[config.mk]
export PLATFORM = sky130hd
export DESIGN_NAME = drive_monitor_config_objects
export DESIGN_NICKNAME = d
export VERILOG_FILES = /design/src/rtl/drive_monitor_config_objects.v
export VERILOG_INCLUDE_DIRS = /design/src /design/src/rtl
export SDC_FILE = /design/constraint.sdc
export NUM_CORES = 1
export LEC_CHECK = 0
export ABC_CLOCK_PERIOD_IN_PS = 17680
export BUFFER_PORTS_ARGS = -buffer_cell sky130_fd_sc_hd__buf_2
export CORE_ASPECT_RATIO = 0.75
export CORE_UTILIZATION = 53
export CTS_CLUSTER_SIZE = 25
export DETAILED_ROUTE_END_ITERATION = 10
export PLACE_DENSITY_LB_ADDON = 0.3
export SYNTH_ARGS = -nofsm -noshare
export SYNTH_HDL_FRONTEND = slang
export SYNTH_SLANG_ARGS = --single-unit
export TNS_END_PERCENT = 100
[constraint.sdc]
create_clock -name ref_clk -period 17.68 [get_ports ref_clk]
set_clock_uncertainty 0.15 [all_clocks]
set_input_delay 1.768 -clock ref_clk [delete_from_list [all_inputs] [get_ports ref_clk]]
set_output_delay 1.768 -clock ref_clk [all_outputs]
set_load 0.01 [all_outputs]
[src/rtl/drive_objects_consts.vh]
// Object dictionary constants for the drive monitor/config object bank
// Assumes inclusion by bare name from the design file
`ifndef DRIVE_OBJECTS_CONSTS_VH
`define DRIVE_OBJECTS_CONSTS_VH
`define IDX_OPERATING_CONDITIONS 16'h4014
`define IDX_BALLAST_CONFIGURATION 16'h4021
`define IDX_SERIAL_NUMBER 16'h4040
`define IDX_DEVICE_ID 16'h4041
`define IDX_LOADER_INFORMATION 16'h4042
`define IDX_LAST_ERROR_CODE 16'h603F
`define IDX_DRIVE_CONTROL_WORD 16'h6040
`define SUB_COUNT 8'h00
`define SUB_1 8'h01
`define SUB_2 8'h02
`define SUB_3 8'h03
`define SUB_4 8'h04
`define SUB_5 8'h05
`define OPCOND_ENTRIES 32'h00000005
`define BALLAST_ENTRIES 32'h00000003
`define LOADER_ENTRIES 32'h00000003
`define ZERO32 32'h00000000
`define ZERO16 16'h0000
`define BALLAST_SETTINGS_RST 32'h00000001
`define BALLAST_LIMIT_RST 32'h0000EBBF
`define BALLAST_HYST_RST 32'h000001F4
`define BALLAST_ENABLE_BIT 0
`define FAULT_CLEAR_BIT 7
`define LOADER_MAJOR_HI 31
`define LOADER_MAJOR_LO 16
`define LOADER_MINOR_HI 15
`define LOADER_MINOR_LO 0
`define SYNC_DEPTH 3
`endif

[src/rtl/drive_monitor_config_objects.v]
// Object bank of a motor drive: supply/temperature readouts, brake-resistor
// control, loader identity, last error mirror and the drive control word.
// Assumes a master on ref_clk issuing one-cycle index/subindex requests.
//
// Function
// - Subentry 1 reports power supply voltage, signed 32-bit millivolts, read-only.
// - Subentry 2 reports logic supply voltage, signed 32-bit millivolts, read-only.
// - Subentry 3 reports board temperature in signed tenths of a degree.
// - Subentries 4 and 5 report motor and MCU temperature, read-only signed values.
// - Readouts start at zero, device-updated, never saved.
// - Ballast settings bit 0 enables the brake resistor; default enabled.
// - Ballast limit in millivolts, read/write, default 0000EBBF.
// - Ballast hysteresis in millivolts, read/write, default 000001F4.
// - Ballast entries belong to the tuning save group; save_settings_tuning mirrors only the settings word.
// - Loader version: major in upper half, minor in lower half.
// - Loader fieldbus word uses the fieldbus availability bit layout.
// - Loader object has three read-only words; count reads three.
// - Last error code equals low 16 bits of newest history entry.
// - Last error code read-only 16-bit, zero after start-up.
// - Control word read/write 16-bit, default zero, commands state machine.
// - Serial number is a read-only string, not mappable.
// - Device identifier is a read-only octet string, not mappable.
// - Setting the fault-reset control bit clears a pending error.
`include "drive_objects_consts.vh"

module drive_monitor_config_objects (
    input wire ref_clk,
    input wire rst,
    input wire req_valid,
    input wire req_write,
    input wire [15:0] req_index,
    input wire [7:0] req_subindex,
    input wire [31:0] req_wdata,
    output reg rsp_valid,
    output reg rsp_error,
    output reg [31:0] rsp_rdata,
    input wire [31:0] power_supply_voltage,
    input wire [31:0] logic_supply_voltage,
    input wire [31:0] board_temperature,
    input wire [31:0] motor_temperature,
    input wire [31:0] mcu_temperature,
    input wire [31:0] loader_version,
    input wire [31:0] loader_fieldbus,
    input wire [31:0] loader_hardware_group,
    input wire [31:0] serial_number,
    input wire [31:0] device_identifier,
    input wire error_push,
    input wire [31:0] error_entry,
    output reg [15:0] drive_control_word,
    output reg fault_clear_pulse,
    output reg brake_resistor_on,
    output reg [31:0] save_settings_tuning
);
    // Readouts are plain inputs on ref_clk; the monitor logic is assumed synchronous.
    reg [31:0] opcond_r [1:5];
    reg [31:0] ballast_settings_r;
    reg [31:0] brake_resistor_limit_r;
    reg [31:0] brake_resistor_hysteresis_r;
    reg [15:0] last_error_r;
    reg [15:0] ctrl_r;
    reg [31:0] rdata_nxt;
    reg err_nxt;
    reg [32:0] off_level;
    wire wr;
    wire [31:0] opcond_in [1:5];
    reg wr_settings;
    reg wr_limit;
    reg wr_hyst;
    reg wr_ctrl;
    wire fault_clear_edge;

    assign wr = req_valid & req_write;
    assign fault_clear_edge = wr_ctrl & req_wdata[`FAULT_CLEAR_BIT] & ~ctrl_r[`FAULT_CLEAR_BIT];
    assign opcond_in[1] = power_supply_voltage;
    assign opcond_in[2] = logic_supply_voltage;
    assign opcond_in[3] = board_temperature;
    assign opcond_in[4] = motor_temperature;
    assign opcond_in[5] = mcu_temperature;

    genvar g;
    generate
        for (g = 1; g <= 5; g = g + 1) begin : g_opcond
            always @(posedge ref_clk or posedge rst) begin
                if (rst) begin
                    opcond_r[g] <= `ZERO32;
                end else begin
                    opcond_r[g] <= opcond_in[g];
                end
            end
        end
    endgenerate

    // One decode feeds every write, so a refused write can never touch state
    always @* begin
        wr_settings = 1'b0;
        wr_limit = 1'b0;
        wr_hyst = 1'b0;
        wr_ctrl = 1'b0;
        if (wr) begin
            case (req_index)
                `IDX_BALLAST_CONFIGURATION: begin
                    case (req_subindex)
                        `SUB_1: begin
                            wr_settings = 1'b1;
                        end
                        `SUB_2: begin
                            wr_limit = 1'b1;
                        end
                        `SUB_3: begin
                            wr_hyst = 1'b1;
                        end
                        default: begin
                            wr_settings = 1'b0;
                        end
                    endcase
                end
                `IDX_DRIVE_CONTROL_WORD: begin
                    wr_ctrl = (req_subindex == `SUB_COUNT);
                end
                default: begin
                    wr_ctrl = 1'b0;
                end
            endcase
        end
    end

    // Ballast registers and control word
    always @(posedge ref_clk or posedge rst) begin
        if (rst) begin
            ballast_settings_r <= `BALLAST_SETTINGS_RST;
            brake_resistor_limit_r <= `BALLAST_LIMIT_RST;
            brake_resistor_hysteresis_r <= `BALLAST_HYST_RST;
            ctrl_r <= `ZERO16;
        end else begin
            if (wr_settings) begin
                ballast_settings_r <= req_wdata;
            end
            if (wr_limit) begin
                brake_resistor_limit_r <= req_wdata;
            end
            if (wr_hyst) begin
                brake_resistor_hysteresis_r <= req_wdata;
            end
            if (wr_ctrl) begin
                ctrl_r <= req_wdata[15:0];
            end
        end
    end

    // A push in the same cycle as a fault clear wins, so no error is lost.
    always @(posedge ref_clk or posedge rst) begin
        if (rst) begin
            last_error_r <= `ZERO16;
        end else if (error_push) begin
            last_error_r <= error_entry[15:0];
        end else if (fault_clear_edge) begin
            last_error_r <= `ZERO16;
        end
    end

    always @* begin
        if (brake_resistor_hysteresis_r > brake_resistor_limit_r) begin
            off_level = {1'b0, `ZERO32};
        end else begin
            off_level = {1'b0, brake_resistor_limit_r - brake_resistor_hysteresis_r};
        end
    end

    // Comparisons are unsigned; a negative supply reading is treated as below threshold.
    always @(posedge ref_clk or posedge rst) begin
        if (rst) begin
            brake_resistor_on <= 1'b0;
        end else if (!ballast_settings_r[`BALLAST_ENABLE_BIT]) begin
            brake_resistor_on <= 1'b0;
        end else if (opcond_r[1][31]) begin
            brake_resistor_on <= 1'b0;
        end else if (opcond_r[1] > brake_resistor_limit_r) begin
            brake_resistor_on <= 1'b1;
        end else if ({1'b0, opcond_r[1]} < off_level) begin
            brake_resistor_on <= 1'b0;
        end
    end

    // Read decode
    always @* begin
        rdata_nxt = `ZERO32;
        err_nxt = 1'b0;
        case (req_index)
            `IDX_OPERATING_CONDITIONS: begin
                if (req_write) begin
                    err_nxt = 1'b1;
                end else if (req_subindex == `SUB_COUNT) begin
                    rdata_nxt = `OPCOND_ENTRIES;
                end else if (req_subindex == `SUB_1) begin
                    rdata_nxt = opcond_r[1];
                end else if (req_subindex == `SUB_2) begin
                    rdata_nxt = opcond_r[2];
                end else if (req_subindex == `SUB_3) begin
                    rdata_nxt = opcond_r[3];
                end else if (req_subindex == `SUB_4) begin
                    rdata_nxt = opcond_r[4];
                end else if (req_subindex == `SUB_5) begin
                    rdata_nxt = opcond_r[5];
                end else begin
                    err_nxt = 1'b1;
                end
            end
            `IDX_BALLAST_CONFIGURATION: begin
                if (req_subindex == `SUB_COUNT) begin
                    rdata_nxt = `BALLAST_ENTRIES;
                    err_nxt = req_write;
                end else if (req_subindex == `SUB_1) begin
                    rdata_nxt = ballast_settings_r;
                end else if (req_subindex == `SUB_2) begin
                    rdata_nxt = brake_resistor_limit_r;
                end else if (req_subindex == `SUB_3) begin
                    rdata_nxt = brake_resistor_hysteresis_r;
                end else begin
                    err_nxt = 1'b1;
                end
            end
            `IDX_SERIAL_NUMBER: begin
                rdata_nxt = serial_number;
                err_nxt = req_write | (req_subindex != `SUB_COUNT);
            end
            `IDX_DEVICE_ID: begin
                rdata_nxt = device_identifier;
                err_nxt = req_write | (req_subindex != `SUB_COUNT);
            end
            `IDX_LOADER_INFORMATION: begin
                if (req_write) begin
                    err_nxt = 1'b1;
                end else if (req_subindex == `SUB_COUNT) begin
                    rdata_nxt = `LOADER_ENTRIES;
                end else if (req_subindex == `SUB_1) begin
                    rdata_nxt = {loader_version[`LOADER_MAJOR_HI:`LOADER_MAJOR_LO],
                                 loader_version[`LOADER_MINOR_HI:`LOADER_MINOR_LO]};
                end else if (req_subindex == `SUB_2) begin
                    rdata_nxt = loader_fieldbus;
                end else if (req_subindex == `SUB_3) begin
                    rdata_nxt = loader_hardware_group;
                end else begin
                    err_nxt = 1'b1;
                end
            end
            `IDX_LAST_ERROR_CODE: begin
                rdata_nxt = {`ZERO16, last_error_r};
                err_nxt = req_write | (req_subindex != `SUB_COUNT);
            end
            `IDX_DRIVE_CONTROL_WORD: begin
                rdata_nxt = {`ZERO16, ctrl_r};
                err_nxt = (req_subindex != `SUB_COUNT);
            end
            default: begin
                err_nxt = 1'b1;
            end
        endcase
    end

    always @(posedge ref_clk or posedge rst) begin
        if (rst) begin
            rsp_valid <= 1'b0;
            rsp_error <= 1'b0;
            rsp_rdata <= `ZERO32;
            fault_clear_pulse <= 1'b0;
            drive_control_word <= `ZERO16;
            save_settings_tuning <= `ZERO32;
        end else begin
            rsp_valid <= req_valid;
            rsp_error <= req_valid & err_nxt;
            rsp_rdata <= (req_valid && !req_write && !err_nxt) ? rdata_nxt : `ZERO32;
            fault_clear_pulse <= fault_clear_edge;
            drive_control_word <= ctrl_r;
            save_settings_tuning <= ballast_settings_r;
        end
    end
endmodule

==> results.yml, run 1 <==
setup_path:
  cp-start-kind: "primary input"
  critical_path_required_ns: 17.88
  end_kind: "flop"
  crit_type: "in -> reg"
  critical_path_arrival_ns: 6.01
  path_max_fanout: 17
synth:
  synthArstFlopShare_pct: 100
  yosys_warnings: 0
  synth_nets: 2201
  ys_seq_area_share_pct: 51.4
  ys_ff_latch: 372
  synth_ff_type: "dfrtp_1"
  synth_top_cell_area_share_pct: 48.5
  synth.avg_cell_area_um2: 10.7
  synth_cells: 1692
  synthTopCellsByArea: "dfrtp_1 49%, ha_1 6.5%, mux2_2 5.2%"
  synth_top_area_cell: "dfrtp_1"
  synthDistinctLibCells: 67
  syn_area_mm2: 0.0181
  synth_edf_count: 0
cells_and_area:
  drive_gt1_share_pct: 31.7
  num-nets-final: 2643
  syn_to_final_growth_pct: 22.9
die:
  die_w_um: 216
  io_pins: 497
  fp.dieH_um: 162
  coreArea_mm2: 0.0336
  start_util_pct: 54.0
  row_count: 58
  die_area_mm2: 0.0350
job:
  maxCapViolations: 0
route:
  post_drt_wl_per_cell_um: 22.8
  drt-total-wl_um: 59700
  drc_errors: 0
  first_pass_iters: 6
  drtIter0Drc: 1715
  route.vias.total: 15800
  antenna_left: 0
  viasPerCell: 6.05
clocking:
  cts_buffers: 37
  cts_tree: "built"
  cts_sinks: 372
  h-tree-depth: 2
  cts_resized: 0
  postCtsHoldBufs: 0
  postCtsSetupRepairBufs: 0
  clock_latency_ns: 0.54
  clk_path_buf_depth: 3
  root_buffer: "clkbuf_16"
  cts.clk_slew.worst_paths_ns: 0.07
sta:
  rsz0062_at_grt: "no"
  slew_headroom_pct: 3.34
  worstMarginPinSlew_ns: 1.44
  drv_slew: 0
  setup-violations-final: 0
  fmax_ghz: 0.172
  hold_viol_final: 0
  whs_ns: 0.244
  tns_ns: 0
  fin_crit_ns: 5.82
  fin_crit_sh_pct: 32.9
hold_path:
  hold_path_class: "reg -> reg"
power:
  p_leak_nw: 10.9
  p_per_area_mw_per_mm2: 83.2
  p_clk_share_pct: 46.1
  internal-power_w: 0.00144
  power.share.switching_pct: 22.3
  p_sw_w: 0.000413
  ir_drop_v: 0.0000981
  pwr-share-seq_pct: 47.7
  combPwrFrac_pct: 6.2
global_route:
  grt_pass1_vias: 15400
  antenna_found_initial: 6
  grt_use_total_pct: 33.7
  grt_pass1_wl_um: 89300
  grt_max_degree: 134
  overflow: 0
place:
  portBuffers: 480
  dp.final_hpwl_um: 44100
  gp_congestion: 0.945
status:
  outcome: "finished clean"
[metrics by stage]
stage	total power, W	std cells	instance area, µm²	utilization [%]	worst slack, ns
final	0.00186	2618	22300	66.4	11.86
after global routing	0.00191	2612	22300	66.3	11.79
after CTS	0.00186	2611	22300	66.3	12.01
after detailed placement	0.00101	2545	21000	62.4	11.54
after global placement	0.00101	2545	21000	62.4	11.66
after floorplan	0.000943	1692	18100	-	5.46
[layer usage]
metal / vias up / global-route usage (%) / part of all wire [%]
li1: 7123 / - / -
met4: 6 / 10.1 / 2.8
met5: - / 0 / 0.059
met1: 7745 / 47.4 / 42
met2: 841 / 52.5 / 46
met3: 116 / 7.55 / 9.8
[final timing paths]
kind	startpoint	to	slack, ns	depth (start not counted)
hold / removal	ballast_settings_r[15]	save_settings_tuning[15]	0.24	0
max in group asynchronous	rst	opcond_r[140]	13.65	4
setup / recovery	req_subindex[7]	last_error_r[11]	11.86	8
min in group asynchronous	rst	opcond_r[108]	1.21	2
setup reg to reg	brake_resistor_hysteresis_r[23]	brake_resistor_on	12.38	18
hold reg to reg	ballast_settings_r[15]	save_settings_tuning[15]	0.24	0
[layout make-up]
type                            instances  area (µm²)
Clock inverter                         15         265
Sequential cell                       372        9330
Timing Repair Buffer                  503        2580
Inverter                               90         345
Fill cell                            2630       11300
Antenna cell                            7        17.5
Multi-Input combinational cell       1130        8150
Tap cell                              450         563
Clock buffer                           51        1050
[layout by cell type, fill, tap and decap left out, types with 48 or more instances in the layout]
cell type / instances
nor2_1: 69
mux2_2: 84
buf_2: 479
a21oi_1: 62
inv_1: 89
o21ai_0: 98
nand2_1: 163
a31oi_1: 48
dfrtp_1: 352
ha_1: 95
mux2i_1: 65
[critical path, cell delays in order]
cell and delay, ns:
buf_2 0.09, or4_1 0.75, or3_1 0.59, nor3_4 0.73
buf_4 0.40, nand4_1 0.25, nor3b_2 1.21, o31ai_1 0.20
[logic make-up (layout without fill, tap and decap cells)]
group | count (synthesis) | in the layout | share of synthesized area, %
AOI/OAI and AO/OA | 465 | 465 | 17.3
xor gates and xnor gates | 21 | 21 | 1.01
adders and majority gates | 96 | 96 | 6.66
buffers and inverters | 190 | 659 | 4.08
DFF | 372 | 372 | 51.4
muxes | 149 | 149 | 8.80
other | 0 | 7 | 0
and+or+nand+nor | 399 | 399 | 10.7
[flip-flops by register name, summed over array words and instances, names as in the netlist]
name and count:
opcond_r 160, ballast_settings_r 32, brake_resistor_hysteresis_r 32, brake_resistor_limit_r 32
rsp_rdata 32, save_settings_tuning 32, ctrl_r 16, drive_control_word 16
last_error_r 16, brake_resistor_on 1, fault_clear_pulse 1, rsp_error 1
rsp_valid 1
[power by group through the flow]
stage	sequential [W]	combinational (W)	clock, W
floorplan	0.000896	0.0000464	0
global placement	0.000900	0.000111	0
detailed placement	0.000900	0.000114	0
CTS	0.000885	0.000115	0.000864
global route	0.000886	0.000126	0.000902
finish	0.000885	0.000115	0.000855
[cell usage after synthesis, drive strengths merged (6+ instances only)]
library cell    n
nand3          23
nand2         163
nor2           71
o21ai         101
mux2i          65
nor2b           6
a222oi         46
nand2b         40
nand4          29
o31ai          47
o22ai          30
clkbuf         80
dfstp          20
inv            90
ha             95
nor3           21
dfrtp         352
a21o           24
nor4            9
buf            20
and3            7
xor2            6
mux2           84
a22oi          47
o211ai          9
nand3b          8
a211oi          8
a21oi          63
a31oi          48
o21a           10
a2111oi         7
xnor2          15
No activity file was read; power rests on OpenSTA's default activity.
==> run 2, diff against run 1 <==
- ABC_CLOCK_PERIOD_IN_PS: 17680 -> 5150
- CORE_UTILIZATION: 53 -> 48
- clock period: 17.68 -> 5.15 ns (I/O delays scaled with it)
==> run 2 against run 1 <==
Effect of this change: die area up 10%; sequential share of layout area decreased by 3.2 points; routed wire length up 15%; total power grew to 3.5 times the previous value; global-route usage rose by 1.6 points; largest power group unchanged; hold slack worse by 0.22 ns; count of clock-buffer cells in the layout stayed put; flip-flop and latch count did not move; final area is 8.3% higher; first-iteration DRC count is 4.4% higher; worst setup slack got worse by 12 ns; via count increased by 7.0%.
==> results.yml, run 2 (synthesis gave the netlist of run 1 again) <==
cells_and_area:
  mostFrequentLayoutCells: "479 x buf_2, 352 x dfrtp_1, 163 x nand2_1"
  num-nets-final: 2821
  regMostFlops: "opcond_r"
  largest_register_ff_count: 160
  syn_to_final_growth_pct: 33.1
  drive_gt1_share_pct: 30.3
  final_common_cell: "buf_2"
  final_util_pct: 65.0
setup_path:
  critical_path_required_ns: 5.45
  crit_path_max_incr_delay_ns: 0.55
  path_cells: "inv_1, ha_1, inv_1, fa_1, a21o_1, a311o_1, nand4_1, a311o_1, a21oi_1, mux2i_1, nand3_1, ha_1, nand4_1, nor4_1, buf_4, nand2_1, a2111oi_1, buf_4, o21ai_0, o311a_1, o211ai_1"
  path_max_fanout: 4
  crit_type: "reg -> reg"
  crit_slowest_cell: "dfstp_2"
  cp-start-kind: "flop"
  rr_worst_depth: 21
  end_kind: "flop"
  critical_path_arrival_ns: 5.09
route:
  first_pass_iters: 9
  route.vias.total: 16900
  drt-total-wl_um: 68400
  drtIter0Drc: 1791
  viasPerCell: 5.94
  post_drt_wl_per_cell_um: 24.0
  antenna_left: 0
  drc_errors: 0
global_route:
  overflow: 0
  grt_max_degree: 159
  grt_pass1_wl_um: 102000
  grt_use_total_pct: 35.3
  grt_pass1_vias: 16900
  antenna_found_initial: 16
power:
  total_power_w: 0.00650
  p_per_area_mw_per_mm2: 269
  ir_drop_v: 0.000306
  p_leak_nw: 11.6
clocking:
  cts_tree: "built"
  h-tree-depth: 2
  clock_latency_ns: 0.55
  cts.clk_slew.worst_paths_ns: 0.07
  clk_path_buf_depth: 3
  cts_buffers: 38
  cts_sinks: 372
  root_buffer: "clkbuf_16"
die:
  start_util_pct: 48.8
  die_w_um: 227
  coreArea_mm2: 0.0372
  io_pins: 497
  die_area_mm2: 0.0386
  fp.dieH_um: 170
  row_count: 61
hold_path:
  hold_path_class: "in -> reg"
  hold_depth: 3
sta:
  fin_crit_sh_pct: 93.0
  drv_slew: 0
  worst_slack_ns: 0.359
  slew_headroom_pct: 16.0
  rsz0062_at_grt: "no"
  whs_ns: 0.0250
  tns_ns: 0
  setup-violations-final: 0
  worstMarginPinSlew_ns: 1.26
  fin_crit_ns: 4.79
  fmax_ghz: 0.209
  hold_viol_final: 0
place:
  portBuffers: 480
  gp_congestion: 0.970
  dp.final_hpwl_um: 47900
  pre_cts_slack_ns: 0.430
job:
  maxCapViolations: 0
status:
  outcome: "finished clean"
[run 2: changes by cell type in the layout (fill, tap and decap cells not counted), moves of 2 or more]
| cell | before | now |
|---|---|---|
| dlygate4sd3_1 | 0 | 161 |
| buf_4 | 23 | 35 |
| buf_12 | 0 | 4 |
| clkbuf_1 | 8 | 4 |
| clkbuf_8 | 5 | 9 |
| bufinv_16 | 7 | 4 |
| clkinvlp_4 | 0 | 3 |
| diode_2 | 7 | 9 |
[run 2: metal layers]
| metal | up-vias | global-route usage [%] | wire length (µm) |
|---|---|---|---|
| met5 | - | 0 | 89 |
| met4 | 14 | 11.3 | 2270 |
| met3 | 176 | 8.29 | 6020 |
| met2 | 914 | 55.0 | 31100 |
| met1 | 8354 | 48.6 | 28900 |
| li1 | 7478 | - | - |
[run 2: report_power, final]
part	internal [W]	switching [W]	total (W)
Combinational	0.000255	0.000261	0.000516
Sequential	0.00300	0.0000492	0.00305
Clock	0.00170	0.00123	0.00293
Total	0.00496	0.00154	0.00650
[run 2: final timing paths]
check	startpoint	endpoint	slack, ns
worst min-delay path	error_entry[0]	last_error_r[0]	0.03
worst min register to register	ballast_settings_r[30]	save_settings_tuning[30]	0.23
worst max-delay path	brake_resistor_limit_r[0]	brake_resistor_on	0.36
max in group asynchronous	rst	opcond_r[146]	3.25
worst max register to register	brake_resistor_limit_r[0]	brake_resistor_on	0.36
min in group asynchronous	rst	opcond_r[9]	0.37
[run 2: repair_timing]
item	CTS	global route
resized for setup	0	2
setup buffers	0	0
hold buffers	161	0
setup endpoints to repair	0	1
hold endpoints to repair	169	0
[run 2: final cells by class]
| type | count | area (µm²) |
|---|---|---|
| antenna | 9 | 22.5 |
| clock buffer | 51 | 1090 |
| clock inverter | 16 | 224 |
| fill | 2852 | 13000 |
| inverter | 90 | 342 |
| multi-input combinational | 1130 | 8160 |
| sequential | 372 | 9330 |
| tap | 504 | 631 |
| timing repair buffer | 680 | 4360 |
[run 2: worst max-delay path: cells and delay by family, from the launching register on]
kind	cells	cell delay (ns)
flip-flops	1	0.55
AND/OR/NAND/NOR	5	0.72
AO/OA/AOI/OAI	8	1.79
adder cells (fa/ha/maj)	3	0.80
multiplexers	1	0.21
buffers and inverters	4	0.47
[run 2: through the flow]
stage          instance area, µm²  instances
4_1_cts                     24100       2843
6_report                    24200       2852
3_5_place_dp                21200       2615
5_1_grt                     24200       2848
3_3_place_gp                21200       2615
2_1_floorplan               18200       1692
